### src/mmc_pkg.sv
// constants and types for front-panel metering and headphone monitor control
`default_nettype none
package mmc_pkg;
  localparam int CLK_HZ = 25000000;
  localparam int CYC_PER_MS = CLK_HZ / 1000;
  localparam int CW = 26;
  localparam int VU_MS = 300;
  localparam int VU_SHIFT = 3;
  localparam int VU_TICK_CYC = (VU_MS * CYC_PER_MS) >> VU_SHIFT;
  localparam int HOLD_MS = 2000;
  localparam int HOLD_CYC = HOLD_MS * CYC_PER_MS;
  localparam int DECAY_MS = 30;
  localparam int DECAY_CYC = DECAY_MS * CYC_PER_MS;
  localparam int GAIN_SHOW_MS = 1000;
  localparam int GAIN_SHOW_CYC = GAIN_SHOW_MS * CYC_PER_MS;
  localparam int BLINK_MS = 250;
  localparam int BLINK_CYC = BLINK_MS * CYC_PER_MS;
  localparam int TONE_MS = 150;
  localparam int TONE_CYC = TONE_MS * CYC_PER_MS;
  localparam int GAP_MS = 100;
  localparam int GAP_CYC = GAP_MS * CYC_PER_MS;
  localparam int TONE_HI_HZ = 440;
  localparam int TONE_LO_HZ = 220;
  localparam int HI_HALF_CYC = CLK_HZ / (2 * TONE_HI_HZ);
  localparam int LO_HALF_CYC = CLK_HZ / (2 * TONE_LO_HZ);
  localparam int NSEG = 21;
  localparam int ZOOM_SEG0 = 0;
  localparam logic signed [7:0] DB_FLOOR = -8'sh3c;
  localparam logic signed [7:0] VU_REF_DB [3] = '{8'sh00, 8'sh04, 8'sh08};
  // normal scale thresholds in dBu, bottom segment first
  localparam logic signed [7:0] SEG_DB [NSEG] = '{
    -8'sh1e, -8'sh18, -8'sh14, -8'sh12, -8'sh10, -8'sh0e, -8'sh0c, -8'sh0a, -8'sh08,
    -8'sh06, -8'sh04, -8'sh02, 8'sh00, 8'sh02, 8'sh04, 8'sh06, 8'sh08, 8'sh0a,
    8'sh0c, 8'sh10, 8'sh14};
  localparam logic signed [15:0] TONE_AMP = 16'sh1000;
  localparam logic [15:0] FILE_RST = 16'h0000;
  localparam logic [15:0] DAY_RST = 16'h0000;
  typedef enum logic [2:0] {BAL_VU, BAL_PEAK, BAL_PEAK_HOLD, BAL_VU_PEAK,
    BAL_VU_PEAK_HOLD} mmc_bal_type;
  localparam mmc_bal_type BAL_DEFAULT = BAL_VU_PEAK_HOLD;
  typedef enum logic [1:0] {REF_0DBU, REF_4DBU, REF_8DBU} mmc_ref_type;
  typedef enum logic [2:0] {HP_STEREO, HP_MONO, HP_LEFT, HP_RIGHT, HP_MS, HP_REC} mmc_hp_type;
  typedef enum logic [1:0] {TR_STOP, TR_PLAY, TR_PAUSE} mmc_tr_type;
  typedef enum logic [1:0] {TS_IDLE, TS_TONE, TS_GAP} mmc_ts_type;
  typedef enum logic [1:0] {ANN_NONE, ANN_TIME, ANN_FILE, ANN_DAY} mmc_ann_type;
  typedef struct packed {
    logic knob_press;
    logic gain_turn;
    logic rew;
    logic ffwd;
    logic batt_chk;
    logic play_down;
    logic rc_press;
    logic rc_left;
    logic rc_right;
  } mmc_pins_type;
  typedef struct packed {logic red; logic green;} mmc_led_type;
  localparam mmc_led_type LED_OFF = '{red: 1'b0, green: 1'b0};
  localparam mmc_led_type LED_GREEN = '{red: 1'b0, green: 1'b1};
  localparam mmc_led_type LED_YELLOW = '{red: 1'b1, green: 1'b1};
  localparam mmc_led_type LED_RED = '{red: 1'b1, green: 1'b0};
  typedef struct packed {logic signed [15:0] l; logic signed [15:0] r;} mmc_stereo_type;
endpackage
`default_nettype wire

### src/mmc_top.sv
// meter ballistics, zoom, activity leds, headphone routing, cue tones, playback transport
`default_nettype none
module mmc_top #(
  parameter int NIN = 5,
  parameter int VU_TICK = mmc_pkg::VU_TICK_CYC,
  parameter int HOLD = mmc_pkg::HOLD_CYC,
  parameter int DECAY = mmc_pkg::DECAY_CYC,
  parameter int GAIN_SHOW = mmc_pkg::GAIN_SHOW_CYC,
  parameter int BLINK = mmc_pkg::BLINK_CYC,
  parameter int TONE = mmc_pkg::TONE_CYC,
  parameter int GAP = mmc_pkg::GAP_CYC,
  parameter int HI_HALF = mmc_pkg::HI_HALF_CYC,
  parameter int LO_HALF = mmc_pkg::LO_HALF_CYC
) (
  // clock and reset
  input wire logic clk_sys_i,
  input wire logic srst_i,
  // setup options
  input wire logic cfg_load_i,
  input wire logic factory_i,
  input wire mmc_pkg::mmc_bal_type bal_i,
  input wire mmc_pkg::mmc_ref_type vu_ref_i,
  input wire logic zoom_en_i,
  // front panel switches, asynchronous
  input wire mmc_pkg::mmc_pins_type pins_i,
  input wire logic [4:0] hp_gain_i,
  // levels and input activity
  input wire logic signed [7:0] level_i [2],
  input wire logic [NIN-1:0] act_sig_i,
  input wire logic [NIN-1:0] act_lim_i,
  input wire logic [NIN-1:0] act_over_i,
  input wire logic [NIN-1:0] solo_listen_i,
  input wire logic [NIN-1:0] mute_i,
  // audio and recorder
  input wire mmc_pkg::mmc_hp_type hp_pos_i,
  input wire logic ms_linked_i,
  input wire mmc_pkg::mmc_stereo_type prog_i,
  input wire mmc_pkg::mmc_stereo_type rec_feed_i,
  input wire mmc_pkg::mmc_stereo_type play_audio_i,
  input wire logic rec_active_i,
  input wire logic [15:0] last_file_i,
  // meters and indicators
  output wire logic [1:0][mmc_pkg::NSEG-1:0] meter_o,
  output logic zoom_led_o,
  output var mmc_pkg::mmc_led_type [NIN-1:0] act_led_o,
  // audio out
  output var mmc_pkg::mmc_stereo_type hp_o,
  output var mmc_pkg::mmc_stereo_type out_o,
  // transport
  output var mmc_pkg::mmc_tr_type tr_o,
  output logic rew_shuttle_o,
  output logic ffwd_shuttle_o,
  output logic play_to_out_o,
  output logic [15:0] file_sel_o,
  output logic [15:0] day_sel_o,
  output logic announce_o,
  output var mmc_pkg::mmc_ann_type announce_kind_o
);
  localparam int CW = mmc_pkg::CW;
  localparam int NSEG = mmc_pkg::NSEG;

  function automatic logic [NSEG-1:0] bar(input logic signed [7:0] db, input logic zm);
    logic [NSEG-1:0] b;
    b = '0;
    for (int s = 0; s < NSEG; s++) begin
      b[s] = zm ? (db >= $signed(8'(s - mmc_pkg::ZOOM_SEG0))) : (db >= mmc_pkg::SEG_DB[s]);
    end
    return b;
  endfunction

  function automatic logic [NSEG-1:0] dot(input logic [NSEG-1:0] b);
    return b & ~(b >> 1);
  endfunction

  // first stage feeds only the second
  mmc_pkg::mmc_pins_type sy1, sy2, sy3, ed;
  always_ff @(posedge clk_sys_i) begin
    if (srst_i) begin
      sy1 <= '0;
      sy2 <= '0;
      sy3 <= '0;
    end else begin
      sy1 <= pins_i;
      sy2 <= sy1;
      sy3 <= sy2;
    end
  end
  assign ed = sy2 & ~sy3;

  // shared timers and setup
  logic [CW-1:0] vu_cnt, next_vu_cnt, dc_cnt, next_dc_cnt, bl_cnt, next_bl_cnt;
  logic [CW-1:0] gs_cnt, next_gs_cnt;
  logic blink, next_blink, next_zoom, vu_tick, dc_tick;
  mmc_pkg::mmc_bal_type bal, next_bal;
  mmc_pkg::mmc_ref_type vref, next_vref;
  always_comb begin
    vu_tick = vu_cnt == '0;
    dc_tick = dc_cnt == '0;
    next_vu_cnt = vu_tick ? CW'(VU_TICK - 1) : vu_cnt - 1'b1;
    next_dc_cnt = dc_tick ? CW'(DECAY - 1) : dc_cnt - 1'b1;
    next_blink = blink;
    next_bl_cnt = bl_cnt - 1'b1;
    if (bl_cnt == '0) begin
      next_bl_cnt = CW'(BLINK - 1);
      next_blink = ~blink;
    end
    next_gs_cnt = (gs_cnt == '0) ? gs_cnt : gs_cnt - 1'b1;
    if (ed.gain_turn) next_gs_cnt = CW'(GAIN_SHOW);
    next_bal = bal;
    next_vref = vref;
    if (cfg_load_i) begin
      next_bal = bal_i;
      next_vref = vu_ref_i;
    end
    if (factory_i) begin
      next_bal = mmc_pkg::BAL_DEFAULT;
      next_vref = mmc_pkg::REF_0DBU;
    end
    next_zoom = zoom_led_o;
    if (ed.knob_press) next_zoom = ~zoom_led_o;
    if (!zoom_en_i) next_zoom = 1'b0;
  end
  always_ff @(posedge clk_sys_i) begin
    if (srst_i) begin
      vu_cnt <= '0;
      dc_cnt <= '0;
      bl_cnt <= '0;
      gs_cnt <= '0;
      blink <= 1'b0;
      bal <= mmc_pkg::BAL_DEFAULT;
      vref <= mmc_pkg::REF_0DBU;
      zoom_led_o <= 1'b0;
    end else begin
      vu_cnt <= next_vu_cnt;
      dc_cnt <= next_dc_cnt;
      bl_cnt <= next_bl_cnt;
      gs_cnt <= next_gs_cnt;
      blink <= next_blink;
      bal <= next_bal;
      vref <= next_vref;
      zoom_led_o <= next_zoom;
    end
  end

  // per-channel ballistics; vu holds 4 fraction bits so slow steps are not lost
  for (genvar c = 0; c < 2; c++) begin : g_ch
    logic signed [11:0] vu, next_vu;
    logic signed [12:0] dv;
    logic signed [7:0] pk, next_pk, hd, next_hd, vdb;
    logic [CW-1:0] hc, next_hc;
    logic [NSEG-1:0] seg, next_seg, vbar;
    always_comb begin
      dv = 13'($signed({level_i[c], 4'h0})) - 13'(vu);
      next_vu = vu_tick ? vu + 12'(dv >>> mmc_pkg::VU_SHIFT) : vu;
      vdb = 8'(vu >>> 4) - mmc_pkg::VU_REF_DB[vref];
      next_pk = pk;
      if (level_i[c] > pk) next_pk = level_i[c];
      else if (dc_tick && level_i[c] < pk && pk > mmc_pkg::DB_FLOOR)
        next_pk = pk - 8'sh01;
      next_hd = hd;
      next_hc = (hc == '0) ? hc : hc - 1'b1;
      if (level_i[c] >= hd) begin
        next_hd = level_i[c];
        next_hc = CW'(HOLD - 1);
      end else if (hc == '0) next_hd = pk;
      vbar = bar(vdb, zoom_led_o);
      unique case (bal)
        mmc_pkg::BAL_VU: next_seg = vbar;
        mmc_pkg::BAL_PEAK: next_seg = bar(pk, zoom_led_o);
        mmc_pkg::BAL_PEAK_HOLD: next_seg = bar(pk, zoom_led_o) | dot(bar(hd, zoom_led_o));
        mmc_pkg::BAL_VU_PEAK: next_seg = vbar | dot(bar(pk, zoom_led_o));
        mmc_pkg::BAL_VU_PEAK_HOLD: next_seg = vbar | dot(bar(hd, zoom_led_o));
        default: next_seg = vbar;
      endcase
      if (c == 1 && gs_cnt != '0) next_seg = NSEG'((22'h1 << hp_gain_i) - 22'h1);
    end
    always_ff @(posedge clk_sys_i) begin
      if (srst_i) begin
        vu <= {mmc_pkg::DB_FLOOR, 4'h0};
        pk <= mmc_pkg::DB_FLOOR;
        hd <= mmc_pkg::DB_FLOOR;
        hc <= '0;
        seg <= '0;
      end else begin
        vu <= next_vu;
        pk <= next_pk;
        hd <= next_hd;
        hc <= next_hc;
        seg <= next_seg;
      end
    end
    assign meter_o[c] = seg;
  end

  // activity indicators, later tests take priority
  mmc_pkg::mmc_led_type [NIN-1:0] next_act;
  always_comb begin
    for (int i = 0; i < NIN; i++) begin
      next_act[i] = act_sig_i[i] ? mmc_pkg::LED_GREEN : mmc_pkg::LED_OFF;
      if (act_lim_i[i]) next_act[i] = mmc_pkg::LED_YELLOW;
      if (act_over_i[i]) next_act[i] = mmc_pkg::LED_RED;
      if (solo_listen_i[i]) next_act[i] = blink ? mmc_pkg::LED_YELLOW : mmc_pkg::LED_OFF;
      if (mute_i[i]) next_act[i] = mmc_pkg::LED_RED;
    end
  end
  always_ff @(posedge clk_sys_i) begin
    if (srst_i) act_led_o <= '0;
    else act_led_o <= next_act;
  end

  // transport and cue tones
  mmc_pkg::mmc_tr_type next_tr;
  mmc_pkg::mmc_ts_type ts, next_ts;
  mmc_pkg::mmc_ann_type tann, next_tann, req_ann, next_kind;
  logic [15:0] next_file, next_day;
  logic [CW-1:0] tcnt, next_tcnt, pcnt, next_pcnt;
  logic [1:0] tn, next_tn, req_n;
  logic rec_q, thi, next_thi, ph, next_ph, req, req_hi, next_route;
  always_comb begin
    next_tr = tr_o;
    next_route = play_to_out_o;
    next_file = file_sel_o;
    next_day = day_sel_o;
    req = 1'b0;
    req_n = 2'h1;
    req_hi = 1'b0;
    req_ann = mmc_pkg::ANN_NONE;
    unique case (tr_o)
      mmc_pkg::TR_STOP: begin
        if (ed.play_down) begin
          next_tr = mmc_pkg::TR_PLAY;
          next_route = sy2.batt_chk;
          req = 1'b1;
          req_ann = mmc_pkg::ANN_TIME;
        end else if (ed.rew || ed.ffwd) begin
          req = 1'b1;
          req_hi = 1'b1;
          if (sy2.batt_chk) begin
            next_day = ed.rew ? day_sel_o - 1'b1 : day_sel_o + 1'b1;
            req_ann = mmc_pkg::ANN_DAY;
          end else begin
            next_file = ed.rew ? file_sel_o - 1'b1 : file_sel_o + 1'b1;
            req_ann = mmc_pkg::ANN_FILE;
          end
        end
      end
      mmc_pkg::TR_PLAY: if (ed.rc_press) next_tr = mmc_pkg::TR_PAUSE;
      mmc_pkg::TR_PAUSE: begin
        if (ed.rc_press) begin
          next_tr = mmc_pkg::TR_STOP;
          next_route = 1'b0;
        end else if (ed.play_down) next_tr = mmc_pkg::TR_PLAY;
      end
      default: next_tr = mmc_pkg::TR_STOP;
    endcase
    if (!rec_active_i && rec_q) next_file = last_file_i;
    // record cues override any cue in progress
    if (rec_active_i != rec_q) begin
      req = 1'b1;
      req_hi = rec_active_i;
      req_n = rec_active_i ? 2'h1 : 2'h2;
      req_ann = mmc_pkg::ANN_NONE;
    end
    next_ts = ts;
    next_tn = tn;
    next_thi = thi;
    next_tann = tann;
    next_ph = ph;
    next_pcnt = pcnt;
    next_tcnt = (tcnt == '0) ? tcnt : tcnt - 1'b1;
    next_kind = announce_kind_o;
    unique case (ts)
      mmc_pkg::TS_IDLE: next_ph = 1'b0;
      mmc_pkg::TS_TONE: begin
        next_pcnt = pcnt - 1'b1;
        if (pcnt == '0) begin
          next_pcnt = thi ? CW'(HI_HALF - 1) : CW'(LO_HALF - 1);
          next_ph = ~ph;
        end
        if (tcnt == '0) begin
          if (tn > 2'h1) begin
            next_tn = tn - 2'h1;
            next_ts = mmc_pkg::TS_GAP;
            next_tcnt = CW'(GAP - 1);
          end else begin
            next_ts = mmc_pkg::TS_IDLE;
            next_kind = tann;
          end
        end
      end
      mmc_pkg::TS_GAP: begin
        if (tcnt == '0) begin
          next_ts = mmc_pkg::TS_TONE;
          next_tcnt = CW'(TONE - 1);
        end
      end
      default: next_ts = mmc_pkg::TS_IDLE;
    endcase
    if (req) begin
      next_ts = mmc_pkg::TS_TONE;
      next_tn = req_n;
      next_thi = req_hi;
      next_tann = req_ann;
      next_tcnt = CW'(TONE - 1);
      next_pcnt = '0;
    end
  end
  always_ff @(posedge clk_sys_i) begin
    if (srst_i) begin
      tr_o <= mmc_pkg::TR_STOP;
      play_to_out_o <= 1'b0;
      file_sel_o <= mmc_pkg::FILE_RST;
      day_sel_o <= mmc_pkg::DAY_RST;
      rec_q <= 1'b0;
      ts <= mmc_pkg::TS_IDLE;
      tn <= '0;
      thi <= 1'b0;
      tann <= mmc_pkg::ANN_NONE;
      ph <= 1'b0;
      pcnt <= '0;
      tcnt <= '0;
      announce_o <= 1'b0;
      announce_kind_o <= mmc_pkg::ANN_NONE;
      rew_shuttle_o <= 1'b0;
      ffwd_shuttle_o <= 1'b0;
    end else begin
      tr_o <= next_tr;
      play_to_out_o <= next_route;
      file_sel_o <= next_file;
      day_sel_o <= next_day;
      rec_q <= rec_active_i;
      ts <= next_ts;
      tn <= next_tn;
      thi <= next_thi;
      tann <= next_tann;
      ph <= next_ph;
      pcnt <= next_pcnt;
      tcnt <= next_tcnt;
      announce_o <= !req && ts == mmc_pkg::TS_TONE && next_ts == mmc_pkg::TS_IDLE
        && tann != mmc_pkg::ANN_NONE;
      announce_kind_o <= next_kind;
      rew_shuttle_o <= tr_o == mmc_pkg::TR_PLAY && sy2.rc_left;
      ffwd_shuttle_o <= tr_o == mmc_pkg::TR_PLAY && sy2.rc_right;
    end
  end

  // headphone and line routing; halving sums trades 6 dB for no clipping
  mmc_pkg::mmc_stereo_type src, mix;
  logic signed [16:0] sum, dif;
  logic signed [15:0] tv;
  always_comb begin
    src = (tr_o != mmc_pkg::TR_STOP) ? play_audio_i : prog_i;
    sum = 17'(src.l) + 17'(src.r);
    dif = 17'(src.l) - 17'(src.r);
    tv = ph ? mmc_pkg::TONE_AMP : -mmc_pkg::TONE_AMP;
    mix = src;
    unique case (hp_pos_i)
      mmc_pkg::HP_STEREO: mix = src;
      mmc_pkg::HP_MONO: mix = '{l: 16'(sum >>> 1), r: 16'(sum >>> 1)};
      mmc_pkg::HP_LEFT: mix = '{l: src.l, r: src.l};
      mmc_pkg::HP_RIGHT: mix = '{l: src.r, r: src.r};
      mmc_pkg::HP_MS: if (!ms_linked_i) mix = '{l: 16'(sum >>> 1), r: 16'(dif >>> 1)};
      mmc_pkg::HP_REC: if (tr_o == mmc_pkg::TR_STOP) mix = rec_feed_i;
      default: mix = src;
    endcase
  end
  always_ff @(posedge clk_sys_i) begin
    if (srst_i) begin
      hp_o <= '0;
      out_o <= '0;
    end else begin
      hp_o <= (ts == mmc_pkg::TS_TONE) ? mmc_pkg::mmc_stereo_type'{l: tv, r: tv}
        : mix;
      out_o <= play_to_out_o ? play_audio_i : prog_i;
    end
  end
endmodule
`default_nettype wire

### config.mk
export PLATFORM = sky130hd
export DESIGN_NAME = mmc_top
export DESIGN_NICKNAME = d
export VERILOG_FILES = /design/src/mmc_pkg.sv /design/src/mmc_top.sv
export SDC_FILE = /design/constraint.sdc
export NUM_CORES = 2
export LEC_CHECK = 0
export ABC_AREA = 1
export BUFFER_PORTS_ARGS = -buffer_cell sky130_fd_sc_hd__clkbuf_2
export CAP_MARGIN = 15
export CORE_UTILIZATION = 56
export CTS_BUF_LIST = sky130_fd_sc_hd__clkbuf_4
export DETAILED_ROUTE_END_ITERATION = 10
export PLACE_DENSITY_LB_ADDON = 0.08
export SLEW_MARGIN = 20
export SYNTH_ARGS = -nofsm -noshare
export SYNTH_HDL_FRONTEND = slang
export SYNTH_SLANG_ARGS = --single-unit
export TNS_END_PERCENT = 30
### constraint.sdc
create_clock -name clk_sys_i -period 3.55 [get_ports clk_sys_i]
set_input_delay 0.8875 -clock clk_sys_i [delete_from_list [all_inputs] [get_ports clk_sys_i]]
set_output_delay 0.8875 -clock clk_sys_i [all_outputs]
set_load 0.03 [all_outputs]
==> impl_metrics.ini <==
[global_routing]
grt_pass1_wl_mm = 162.5
grt_use_total_pct = 33.12
grt_pass1_vias = 32685
grt_max_degree = 111
overflow = 0
grt_antenna_before_repair = 3

[synth]
netlist_area_mm2 = 0.03239
syn-num-nets = 5428
synth_warnings = 0
synth_edf_count = 0
ys.flop_type = dfxtp_1
yosysTopAreaCellShare_pct = 28.43
synth.area.top_cells = dfxtp_1 28%, nand2_1 12%, nor2_1 8.9%
synth.distinct_cells = 67
yosysSeqAreaShare_pct = 28.43
avgSynthCellArea_um2 = 6.373
synth_top_area_cell = dfxtp_1
netlist_instances = 5083
async_flop_share_pct = 0
ys_ff_latch = 460

[worst_setup_path]
end_kind = register
critPathMaxStageDelay_ps = 500
start_kind = register
crit_path_frequent_cell = nand2_1
slowest_stage = dfxtp_1
arrival_ps = 4100
critPathKind = register to register
path_max_fanout = 28
path_cells = inv_1, nand2_2, buf_12, nand2_1, nand2_1, inv_1, ha_1, inv_1, nand2_1, nor3_1, nand2_1, nand2_1, nand2_1, o21ai_0, nand3_1, a21oi_1, nor2_1, o21ai_0, nand2_1
crit_required_ps = 4340

[die]
fp.coreArea_mm2 = 0.05682
die_y_um = 242.5
dieArea_mm2 = 0.05881
start_util_pct = 57.01
std_cell_rows = 87
pin_count = 339
die_w_um = 242.5

[timing]
layout_setup_ws_ps = 232.7
worst_pin_slew_ps = 974.0
relSlewSlack_pct = 34.83
period_minus_slack_ps = 3317
drv_slew = 0
max_freq_mhz = 301.5
fin_crit_sh_pct = 93.45
tns_ps = 0
fin_worst_skew_ps = 68.82
rsz0062_at_grt = true
hold_viol_final = 0
setup_viol = 0

[clocking]
htreeDepth = 3
cts_max_path_buffers = 3
cts_tree = built
clock_sinks = 460
cts_setup_buffers = 0
cts_buffers = 119
path_clk_slew_ps = 70
cts_root_buffer = clkbuf_4
insertion_delay_ps = 930

[route]
drt-pass1-iter-count = 9
wire_per_inst_um = 15.79
viasPerCell = 5.535
drcViolationCount = 0
vias = 35343
drtIter0Drc = 2751
antenna_left = 0
routed_wirelength_mm = 100.8

[power_and_ir_drop]
vdd_drop_max_mv = 0.6483
power_density_mw_per_mm2 = 761.9
power_leakage_nw = 18.05

[worst_hold_path]
min_path_type = input pin to register

[outcome]
status = complete, no violations

[placement]
hpwl_mm = 77.03
port_buffers = 338
place_ws_ps = -269.6
gp_congestion = 0.9682

[layout]
area_delta_synth_final_pct = 14.35
layout.nets = 5872
layout-drive-gt1-share_pct = 14.86

[flow_run]
cap_violations = 0
==> kinds of logic after synthesis <==
family | after synthesis | share of synthesized area [%]
XOR/XNOR | 164 | 4.457
AO/OA/AOI/OAI | 1097 | 19.08
buffers and inverters | 795 | 9.582
flip-flops | 460 | 28.43
adder cells (fa/ha/maj) | 163 | 6.435
AND/OR/NAND/NOR | 2404 | 32.02
==> final timing paths <==
| path | startpoint | to | slack, ps | depth (start not counted) |
|---|---|---|---|---|
| worst min-delay path | mute_i[4] | act_led_o[8] | 190 | 2 |
| worst min register to register | sy1[3] | sy2[3] | 400 | 2 |
| worst max register to register | tr_o[0] | hp_o[31] | 230 | 19 |
| worst max-delay path | tr_o[0] | hp_o[31] | 230 | 19 |
==> what timing repair did <==
item,4_1_cts,5_1_grt
resized for setup,0,14
hold buffers,0,0
endpoints found under the setup margin,0,7
==> metrics by stage <==
step	instances	cell area (um^2)	utilization (%)	hold slack [ps]	power (mW)
6_report	6385	37040	65.19	185.6	28.22
5_1_grt	6385	37040	65.19	114.9	30.71
4_1_cts	6382	36990	65.10	111.1	28.07
3_5_place_dp	6162	35460	62.41	394.0	23.29
3_3_place_gp	6162	35460	62.41	389.6	23.16
2_1_floorplan	5083	32390	-	388.3	18.94
==> metal layers <==
layer	up-vias	share of wire, %	wire length (um)	global-route usage, %
li1	17803	-	-	-
met1	15951	44	44210	43.19
met2	1326	46	45910	54.28
met3	261	7.0	7068	5.196
met4	2	3.6	3638	13.66
met5	-	0.011	11	0
==> power by group <==
group,switching (mW),internal (mW)
clock,2.33,2.33
sequential,1.24,6.45
combinational,10.2,5.67
==> cell type report <==
cell class | instances | area, um^2
timing repair buffer | 482 | 2831
inverter | 636 | 2390
multi-input combinational | 3828 | 20120
clock inverter | 53 | 274.0
antenna | 3 | 7.507
clock buffer | 167 | 1254
fill | 5522 | 19780
sequential | 460 | 9216
tap | 756 | 945.9
==> cell usage in the layout, fill, tap and decap left out, types with 56 or more instances in the layout <==
cell | netlist | routed
nand2_1 | 1003 | 1003
nor2_1 | 766 | 766
inv_1 | 605 | 603
dfxtp_1 | 460 | 454
a21oi_1 | 440 | 436
o21ai_0 | 376 | 374
clkbuf_2 | 1 | 337
nand3_1 | 269 | 269
clkbuf_4 | 0 | 167
ha_1 | 157 | 156
buf_4 | 7 | 140
nor3_1 | 124 | 122
xor2_1 | 111 | 111
nand4_1 | 64 | 64
a31oi_1 | 56 | 56
==> flip-flops by register name, indices dropped and copies added (netlist names), 32 cells and up <==
name,count
g_ch.hc,52
g_ch.seg,42
hp_o,32
out_o,32
==> synthesized netlist by cell type, types with 9 or more instances <==
master / number
a31oi_1: 56
o22ai_1: 21
a211oi_1: 12
nor4_1: 29
a21oi_1: 440
xnor2_1: 52
nand2_2: 11
clkbuf_1: 88
nand4_1: 64
nor2_2: 30
o21ai_1: 14
or2_2: 39
nor3_1: 124
nand2_1: 1003
nand3_1: 269
buf_2: 44
ha_1: 157
o21ai_0: 376
o221ai_1: 9
inv_1: 605
o22ai_2: 9
nor2_4: 11
xor2_1: 111
nor2_1: 766
nand3b_1: 9
inv_2: 22
clkinv_1: 9
o2111ai_1: 12
buf_1: 14
o21bai_1: 16
a22oi_1: 16
o31ai_1: 17
o211ai_1: 51
dfxtp_1: 460
==> worst max-delay path, delay by kind of cell (launching register included) <==
kind,cells,cell delay (ps)
adder cells (fa/ha/maj),1,350
AO/OA/AOI/OAI,3,600
AND/OR/NAND/NOR,11,1180
flip-flops,1,500
buffers and inverters,4,540
No activity file was read; power rests on OpenSTA's default activity.
